## src/rtl/tmc_defs.svh

```systemverilog
// Offsets, field positions, reset values and divider constants of the timer control block.
`ifndef TMC_DEFS_SVH
`define TMC_DEFS_SVH

// ----------------------------------------------------------------
// Register byte offsets
// ----------------------------------------------------------------
`define TMC_OFS_MODE 8'h00
`define TMC_OFS_CTRL 8'h04
`define TMC_OFS_COUNT 8'h08
`define TMC_OFS_GRA 8'h0C
`define TMC_OFS_CFG 8'h10

// ----------------------------------------------------------------
// Mode register fields
// ----------------------------------------------------------------
`define TMC_MODE_RUN 7
`define TMC_MODE_RSV_HI 6
`define TMC_MODE_BUF_B 5
`define TMC_MODE_BUF_A 4
`define TMC_MODE_RSV_LO 3
`define TMC_MODE_PWM_D 2
`define TMC_MODE_PWM_C 1
`define TMC_MODE_PWM_B 0
`define TMC_MODE_RSV_MASK 8'h48
`define TMC_MODE_RST 8'h00

// ----------------------------------------------------------------
// Control register fields
// ----------------------------------------------------------------
`define TMC_CTRL_CLR 7
`define TMC_CTRL_CKS_HI 6
`define TMC_CTRL_CKS_LO 4
`define TMC_CTRL_LVL_HI 3
`define TMC_CTRL_LVL_LO 0
`define TMC_CTRL_RST 8'h00

// ----------------------------------------------------------------
// Own configuration register fields
// ----------------------------------------------------------------
`define TMC_CFG_GRA_CAPTURE 0

// ----------------------------------------------------------------
// Clock source codes and divider terminal counts
// ----------------------------------------------------------------
`define TMC_CKS_DIV1 3'h0
`define TMC_CKS_DIV2 3'h1
`define TMC_CKS_DIV4 3'h2
`define TMC_CKS_DIV8 3'h3
`define TMC_CKS_EXT_BIT 2
`define TMC_DIV2_LAST 3'h1
`define TMC_DIV4_LAST 3'h3
`define TMC_DIV8_LAST 3'h7

`endif

```

## src/rtl/tmc_pkg.sv

```systemverilog
// Shared types of the timer control block.
package tmc_pkg;
  typedef logic [15:0] tmc_count_t;
  typedef logic [7:0] tmc_byte_t;
  typedef logic [2:0] tmc_cks_t;
endpackage

```

## src/rtl/tmc_clock_select.sv

```systemverilog
// Count clock selection: prescaled internal ticks, subclock and external rising edges.
`timescale 1ns/1ps
`include "tmc_defs.svh"
module tmc_clock_select (
  // Clock and reset
  input wire logic clk,
  input wire logic rstn,
  // Selection
  input wire tmc_pkg::tmc_cks_t clockSource,
  input wire logic subclockMode,
  input wire logic subclockTick,
  input wire logic extEvent,
  // Count enable pulse
  output logic countTick
);
  typedef struct packed {
    logic [2:0] div;
    logic extPrev;
    logic tick;
  } tmc_cs_state_t;

  tmc_cs_state_t st_r;
  tmc_cs_state_t st_nxt;

  always_comb begin
    st_nxt = st_r;
    st_nxt.div = st_r.div + 3'h1;
    st_nxt.extPrev = extEvent;
    // [RULE8] External rising edges.
    if (clockSource[`TMC_CKS_EXT_BIT]) begin
      st_nxt.tick = extEvent & ~st_r.extPrev;
    end else begin
      // [RULE7] Internal prescaled sources.
      case (clockSource)
        // [RULE9] Subclock replaces the system clock.
        `TMC_CKS_DIV1: st_nxt.tick = subclockMode ? subclockTick : 1'b1;
        `TMC_CKS_DIV2: st_nxt.tick = (st_r.div[0] == 1'(`TMC_DIV2_LAST));
        `TMC_CKS_DIV4: st_nxt.tick = (st_r.div[1:0] == 2'(`TMC_DIV4_LAST));
        `TMC_CKS_DIV8: st_nxt.tick = (st_r.div == `TMC_DIV8_LAST);
        default: st_nxt.tick = 1'b0;
      endcase
    end
  end

  always_ff @(posedge clk) begin
    if (!rstn) begin
      st_r <= '0;
    end else begin
      st_r <= st_nxt;
    end
  end

  assign countTick = st_r.tick;
endmodule

```

## src/rtl/tmc_counter.sv

```systemverilog
// Sixteen-bit timer counter with compare match A and optional clear on that match.
`timescale 1ns/1ps
module tmc_counter (
  // Clock and reset
  input wire logic clk,
  input wire logic rstn,
  // Control
  input wire logic run,
  input wire logic tick,
  input wire logic clearOnMatch,
  input wire logic compareEnable,
  input wire tmc_pkg::tmc_count_t compareValue,
  // State
  output tmc_pkg::tmc_count_t count,
  output logic matchA
);
  typedef struct packed {
    tmc_pkg::tmc_count_t count;
    logic match;
  } tmc_cnt_state_t;

  tmc_cnt_state_t st_r;
  tmc_cnt_state_t st_nxt;
  logic hit;

  always_comb begin
    st_nxt = st_r;
    // [RULE12] Match while register A compares.
    hit = compareEnable && (st_r.count == compareValue);
    st_nxt.match = 1'b0;
    // [RULE1] Count only when started.
    if (run && tick) begin
      st_nxt.match = hit;
      // [RULE6] Clear on match A.
      if (clearOnMatch && hit) begin
        st_nxt.count = '0;
      end else begin
        st_nxt.count = st_r.count + 16'h0001;
      end
    end
  end

  always_ff @(posedge clk) begin
    if (!rstn) begin
      st_r <= '0;
    end else begin
      st_r <= st_nxt;
    end
  end

  assign count = st_r.count;
  assign matchA = st_r.match;
endmodule

```

## src/rtl/tmc_timer_ctrl.sv

```systemverilog
// Timer mode and clock control block with its APB register slave.
// ----------------------------------------------------------------
// Notes on behaviour
// [RULE1] Counter halts while the run bit is 0, counts while 1.
// [RULE2] Mode bits 6 and 3 read as 1 and ignore writes.
// [RULE3] Buffer select B set makes register D the buffer of B.
// [RULE4] Buffer select A set makes register C the buffer of A.
// [RULE5] Mode bits 2, 1, 0 choose PWM or compare output for D, C, B.
// [RULE6] Control bit 7 clears the counter on match A, else free run.
// [RULE7] Clock codes 000 to 011 count on clock divided by 1, 2, 4, 8.
// [RULE8] Clock codes with top bit set count external rising edges.
// [RULE9] Undivided clock in subclock modes counts the subclock instead.
// [RULE10] Control bits 3 to 0 set output levels of pins D to A.
// [RULE11] A written output level shows on its pin straight away.
// [RULE12] Match A when counter equals register A in compare use.
// ----------------------------------------------------------------
//
// The APB slave port and the placing of the registers are this design's own decisions.
`timescale 1ns/1ps
`include "tmc_defs.svh"
module tmc_timer_ctrl (
  // Clock and reset
  input wire logic clk,
  input wire logic rstn,
  // APB slave
  input wire logic psel,
  input wire logic penable,
  input wire logic pwrite,
  input wire logic [7:0] paddr,
  input wire logic [31:0] pwdata,
  output logic [31:0] prdata,
  output logic pready,
  output logic pslverr,
  // Chip mode and pins
  input wire logic subclockMode,
  input wire logic subclockTick,
  input wire logic externalEventInput,
  // Controls to the capture and compare datapath
  output logic counterRun,
  output logic clearOnMatchA,
  output logic bufferPairBSel,
  output logic bufferPairASel,
  output logic pwmSelPinD,
  output logic pwmSelPinC,
  output logic pwmSelPinB,
  output logic [3:0] outLevel,
  output logic generalRegAIsCapture,
  // Counter state
  output tmc_pkg::tmc_count_t timerCounter,
  output logic compareMatchA
);
  // ----------------------------------------------------------------
  // State
  // ----------------------------------------------------------------
  typedef struct packed {
    tmc_pkg::tmc_byte_t mode;
    tmc_pkg::tmc_byte_t ctrl;
    tmc_pkg::tmc_count_t general_reg_a;
    logic graCapture;
    logic [31:0] rdata;
    logic ready;
    logic err;
  } tmc_state_t;

  tmc_state_t st_r;
  tmc_state_t st_nxt;
  logic countTick;
  tmc_pkg::tmc_count_t count;
  logic matchA;
  logic setup;
  logic wrDone;

  function automatic logic known_addr(input logic [7:0] a);
    known_addr = (a == `TMC_OFS_MODE) || (a == `TMC_OFS_CTRL) || (a == `TMC_OFS_COUNT) ||
                 (a == `TMC_OFS_GRA) || (a == `TMC_OFS_CFG);
  endfunction

  // ----------------------------------------------------------------
  // Register file and bus answer
  // ----------------------------------------------------------------
  // The answer is prepared at the setup edge so that read data and
  // pready both come from flip-flops; every access takes one wait-free
  // access phase.
  always_comb begin
    st_nxt = st_r;
    setup = psel && !penable;
    wrDone = psel && penable && st_r.ready && pwrite && known_addr(paddr);
    st_nxt.ready = setup;
    st_nxt.err = setup && !known_addr(paddr);
    st_nxt.rdata = '0;
    if (setup && !pwrite) begin
      case (paddr)
        // [RULE2] Reserved mode bits read as 1.
        `TMC_OFS_MODE: st_nxt.rdata = {24'h000000, st_r.mode | `TMC_MODE_RSV_MASK};
        `TMC_OFS_CTRL: st_nxt.rdata = {24'h000000, st_r.ctrl};
        `TMC_OFS_COUNT: st_nxt.rdata = {16'h0000, count};
        `TMC_OFS_GRA: st_nxt.rdata = {16'h0000, st_r.general_reg_a};
        `TMC_OFS_CFG: st_nxt.rdata = {31'h00000000, st_r.graCapture};
        default: st_nxt.rdata = '0;
      endcase
    end
    if (wrDone) begin
      case (paddr)
        // [RULE2] Reserved mode bits ignore writes.
        `TMC_OFS_MODE: st_nxt.mode = pwdata[7:0] & ~`TMC_MODE_RSV_MASK;
        // [RULE11] Level bits take effect at once.
        `TMC_OFS_CTRL: st_nxt.ctrl = pwdata[7:0];
        `TMC_OFS_GRA: st_nxt.general_reg_a = pwdata[15:0];
        `TMC_OFS_CFG: st_nxt.graCapture = pwdata[`TMC_CFG_GRA_CAPTURE];
        default: st_nxt.mode = st_r.mode;
      endcase
    end
  end

  always_ff @(posedge clk) begin
    if (!rstn) begin
      st_r.mode <= `TMC_MODE_RST;
      st_r.ctrl <= `TMC_CTRL_RST;
      st_r.general_reg_a <= '0;
      st_r.graCapture <= 1'b0;
      st_r.rdata <= '0;
      st_r.ready <= 1'b0;
      st_r.err <= 1'b0;
    end else begin
      st_r <= st_nxt;
    end
  end

  // ----------------------------------------------------------------
  // Count clock and counter
  // ----------------------------------------------------------------
  // [RULE7] Clock source decode.
  tmc_clock_select u_clock_select (
    .clk(clk),
    .rstn(rstn),
    .clockSource(st_r.ctrl[`TMC_CTRL_CKS_HI:`TMC_CTRL_CKS_LO]),
    .subclockMode(subclockMode),
    .subclockTick(subclockTick),
    .extEvent(externalEventInput),
    .countTick(countTick)
  );

  // [RULE1] Run bit gates counting.
  tmc_counter u_counter (
    .clk(clk),
    .rstn(rstn),
    .run(st_r.mode[`TMC_MODE_RUN]),
    .tick(countTick),
    .clearOnMatch(st_r.ctrl[`TMC_CTRL_CLR]),
    .compareEnable(!st_r.graCapture),
    .compareValue(st_r.general_reg_a),
    .count(count),
    .matchA(matchA)
  );

  // ----------------------------------------------------------------
  // Outputs
  // ----------------------------------------------------------------
  assign prdata = st_r.rdata;
  assign pready = st_r.ready;
  assign pslverr = st_r.err;
  assign counterRun = st_r.mode[`TMC_MODE_RUN];
  assign clearOnMatchA = st_r.ctrl[`TMC_CTRL_CLR];
  // [RULE3] Register D buffers register B.
  assign bufferPairBSel = st_r.mode[`TMC_MODE_BUF_B];
  // [RULE4] Register C buffers register A.
  assign bufferPairASel = st_r.mode[`TMC_MODE_BUF_A];
  // [RULE5] PWM selection per pin.
  assign pwmSelPinD = st_r.mode[`TMC_MODE_PWM_D];
  assign pwmSelPinC = st_r.mode[`TMC_MODE_PWM_C];
  assign pwmSelPinB = st_r.mode[`TMC_MODE_PWM_B];
  // [RULE10] Output levels D, C, B, A.
  assign outLevel = st_r.ctrl[`TMC_CTRL_LVL_HI:`TMC_CTRL_LVL_LO];
  assign generalRegAIsCapture = st_r.graCapture;
  assign timerCounter = count;
  assign compareMatchA = matchA;
endmodule

```

## config.mk

```make
export PLATFORM = sky130hd
export DESIGN_NAME = tmc_timer_ctrl
export DESIGN_NICKNAME = d
export VERILOG_FILES = /design/src/rtl/tmc_pkg.sv /design/src/rtl/tmc_clock_select.sv /design/src/rtl/tmc_counter.sv /design/src/rtl/tmc_timer_ctrl.sv
export VERILOG_INCLUDE_DIRS = /design/src /design/src/rtl
export SDC_FILE = /design/constraint.sdc
export NUM_CORES = 1
export LEC_CHECK = 0
export ABC_AREA = 1
export ABC_CLOCK_PERIOD_IN_PS = 3000
export BUFFER_PORTS_ARGS = -buffer_cell sky130_fd_sc_hd__buf_2
export CELL_PAD_IN_SITES_DETAIL_PLACEMENT = 1
export CELL_PAD_IN_SITES_GLOBAL_PLACEMENT = 2
export CORE_UTILIZATION = 29
export CTS_BUF_LIST = sky130_fd_sc_hd__clkbuf_16
export DETAILED_ROUTE_END_ITERATION = 16
export GPL_ROUTABILITY_DRIVEN = 0
export GPL_TIMING_DRIVEN = 0
export PLACE_DENSITY = 0.9
export SKIP_LAST_GASP = 1
export SLEW_MARGIN = 20
export SYNTH_ARGS = -nofsm -noshare
export SYNTH_HDL_FRONTEND = slang
export SYNTH_HIERARCHICAL = 1
export SYNTH_SLANG_ARGS = --single-unit
```

## constraint.sdc

```tcl
create_clock -name clk -period 3 [get_ports clk]
set_input_delay 0.45 -clock clk [delete_from_list [all_inputs] [get_ports clk]]
set_output_delay 0.45 -clock clk [all_outputs]
set_load 0.01 [all_outputs]
```

# Word level (Yosys, flattened, before mapping)
# Cells that the tools add are included.
# word_totals
reg_bits	87
wordCells	57
output_inout_bits	63
# classes
mux	5
reduce_logical	26
add_sub_neg	2
bitwise	2
eq_ne	10
# op_table
operator	n
16-bit one-hot mux with 5 select lines	1
16-bit by 1-bit adder with 16-bit output, second input constant	1
16-bit == test	1
8-bit by 4-bit == test with 1-bit output, second input constant	2
16-bit 2-to-1 mux	1
2-bit AND reduction	6
1-bit logical AND	10
8-bit by 3-bit == test with 1-bit output, second input constant	1
8-bit by 5-bit == test with 1-bit output, second input constant	1
8-bit logical NOT	1
3-bit by 2-bit == test with 1-bit output, second input constant	2
1-bit logical NOT	4
1-bit logical OR	4
1-bit one-hot mux with 4 select lines	1
3-bit by 1-bit adder with 3-bit output, second input constant	1
3-bit by 1-bit == test with 1-bit output, second input constant	1
3-bit == test, second input constant	1
3-bit logical NOT	1
2-bit == test, second input constant	1
1-bit 2-to-1 mux	2
1-bit bitwise AND	1
1-bit inverter	1

# Longest topological paths before layout
# depth
ltp_word	7
depth_mapped	10
depth_no_buf	9

# Cells and area by module
# The synthesis kept the hierarchy.
# modules_own_cells
mod	seq_area_each_um2	n_inst	area_each_um2	cells_each
tmc_timer_ctrl	980.9	1	2546.2	370
tmc_counter	340.3	1	1071.0	174
tmc_clock_select	100.1	1	227.7	32

# Worst setup path before layout
# OpenSTA, ideal clock, no wires.
# synth_timing
path_type	reg2reg
start	register u_counter.st_r, in the netlist u_counter/count[0]
end	register u_counter.st_r, in the netlist u_counter/count[8]
path_buffers	0
t_arrival_ns	1.366
stages_incl_launch_ff	10
required_time_ns	2.936
path_slack_ns	1.571
setup_ns	0.064
path_cell_list	dfxtp_1 -> ha_1 -> nand2_1 -> nor2_1 -> nand3_1 -> nor2_1 -> inv_1 -> o21ai_1 -> o21ai_0 -> nor2_1
# synth_via
elab_chain_cells	4
# synth_lines
item	line_no	source
from (decl)	tmc_counter.sv:22	tmc_cnt_state_t st_r;
from (signal assigned)	tmc_counter.sv:47	st_r <= st_nxt;
parallel branches: the longest is 3 deep, another holds 16-bit by 1-bit adder with 16-bit output	-	
16-bit 2-to-1 mux (*)	tmc_counter.sv:35	if (clearOnMatch && hit) begin
# Every way passes the cells marked *.
# A chain may end at the register's enable or synchronous reset.

# Final worst setup path
# Ends and elaborated chain as after synthesis.

==> metrics <==
status=finished, final reports clean; Yosys reg bits=71; die height=117 um; WL/cell=13.4 um; critical path arrival=2.03 ns; Hold WC Path Type=primary input to flop; asr flop ratio synth=0%; Reg area=1420 um^2; crit-path max cell delay=around 0.48 ns; # rows=41; grt met2 use=31.3%; hold_buf cts=0; grt met3 use=3.91%; port bufs=78; number of setup buffers added after CTS=0; clock-pin transition on the worst setup and hold timing paths=0.06 ns; setup TNS=0 ns; clock tree root driver cell=clkbuf_16; kind of critical path=flop to flop; post-DP HPWL=9210 um; EDFF count, synth=0; post-cts resize count=0; # DRC=0; Clock Sinks=71; first-pass GRT wire length=18800 um; total core area=approximately 13000 um^2; Crit. End Element=flop; maxcap violations=0; total global routing overflow=0; vias per cell=4.30; vias in the first global route=approximately 3700; initial antenna violation count=0; Initial Util=a little under a third; max-slew violation count=0; Hold Fails Final Rpt=0; WHS=about 0.3 ns; Peak VDD IR=around 0.25 mV; CP Launch Type=flop; clk buf depth=2; ys flop type=dfxtp_1; Synth Instances=576; CTS tree=built; synthesis warning total=6; clk_skew=0.00663 ns; GRT Util Overall=18.5%; Final Setup Violations=0; antenna cell count=0; CP required=around 3.3 ns; Fillers=1703; TritonRoute pass-1 iters=4; crit-path max FO=6; Max Fclk=0.571 GHz; post-route antenna net violation count=0; placed cell area=4510 um^2; largest cells by area after synthesis=dfxtp_1, nand2_1, nor2_1, inv_1, buf_4; Avg Cell Area, Syn=roughly 6.7 um^2; Post-synth top cells=nand2_1, nor2_1, inv_1; GR peak layer=met2; First DRT Iteration DRCs=149; H-tree Lvls=3; fin util=37.5%; period utilization=58.4%; IO Pins=about 110; Seq/Total Area, Yosys=37.0%; Design Area, Final=about 4800 um^2; die area=13700 um^2; Slowest-stage cell, CP=dfxtp_1; most used cell, CP=nor2_1; largest net degree at the start of global routing=12; multi-input logic area=1800 um^2; Critical Path, Cell by Cell=ha_1, nand2_1, nor2_1, nand3_1, nor2_1, inv_1, o21ai_1, o21ai_0, nor2_1; RSZ-0062 raised after global routing=no; LEAKAGE=2.48 nW; Num CTS Buffers=9; post-synth top area cell=dfxtp_1; post-synthesis cell type count=31; top-area cell type share of the netlist area=around 37%; clock latency on the worst-skew pair=0.34 ns; met1 Usage GRT=22.9%; die width=117 um; min Tclk post-route=1.75 ns; Post-Route WL=11500 um; nets=roughly 730; Syn-to-layout area delta=24.5%; mapped cell area=3840 um^2; via count=3685; Pwr Density=435 nW/um^2; most frequent cell after synthesis=nand2_1; share of cells above drive strength 1=24.5%
## where the power goes
group	total (mW)	internal (mW)	switching, mW
Combinational	0.103	0.0427	0.0603
Clock	1.03	0.628	0.398
Sequential	0.952	0.949	0.00251
## worst paths after layout
kind,slack [ns],from,depth (start not counted),to
worst min register to register,0.45,u_clock_select/st_r[2],1,u_clock_select/st_r[2]
worst max register to register,1.25,u_counter/count[0],9,u_counter/count[8]
worst min-delay path,0.30,externalEventInput,3,u_clock_select/st_r[1]
worst max-delay path,1.25,u_counter/count[0],9,u_counter/count[8]
## stage by stage
step           setup slack, ns  std cells  power (mW)
6_report                  1.25        857        2.08
5_1_grt                   1.09        857        2.17
4_1_cts                   1.25        857        2.12
3_5_place_dp              1.21        841        1.08
3_3_place_gp              1.22        841        1.07
2_1_floorplan             1.57        591        1.03
## layer usage
layer	share of wire, %	vias up
li1	-	1886
met1	46	1718
met2	48	68
met3	4.2	13
met4	1.4	0
met5	0	-
## cells by family (layout without fill, tap and decap cells)
kind of cell,after synthesis,count (layout),synth area share (%)
simple gates,324,324,37.0
buf+inv,132,226,17.7
flops,71,71,37.0
compound gates,33,33,4.49
xor+xnor,12,12,2.73
fa+ha+maj,3,3,0.976
other cells,1,16,0.0975
## registers in the layout, indices dropped and copies added, names as in the netlist
signal	flops
bufferPairASel	1
bufferPairBSel	1
clearOnMatchA	1
counterRun	1
generalRegAIsCapture	1
outLevel	4
prdata	16
pready	1
pslverr	1
pwmSelPinB	1
pwmSelPinC	1
pwmSelPinD	1
st_r	19
u_clock_select/countTick	1
u_clock_select/st_r	4
u_counter/count	16
u_counter/matchA	1
## critical path, delay by kind of cell, from the launching register on
family | cells | cell delay (ns)
compound gates | 2 | 0.26
fa+ha+maj | 1 | 0.29
buf+inv | 1 | 0.10
flops | 1 | 0.48
simple gates | 5 | 0.56
## layout by cell type, fill, tap and decap left out, drive strengths merged
cell type and n:
o21ai 22, nor3 4, clkinv 6, or2 1, a21oi 11, nor4 1, nand4 6, clkbuf 9
bufinv 1, nand3b 3, conb 16, nor2 122, nand3 32, inv 83, nand2 155, ha 3
xor2 12, buf 127, dfxtp 71
## cell type report
| type | count | share of cell area [%] |
|---|---|---|
| multi-input combinational | 388 | 37.6 |
| sequential | 71 | 29.7 |
| timing repair buffer | 78 | 8.15 |
| buffer | 49 | 7.71 |
| inverter | 83 | 6.51 |
| clock buffer | 9 | 4.70 |
| tap | 172 | 4.50 |
| clock inverter | 7 | 1.15 |
(Power assumes the default switching activity.)
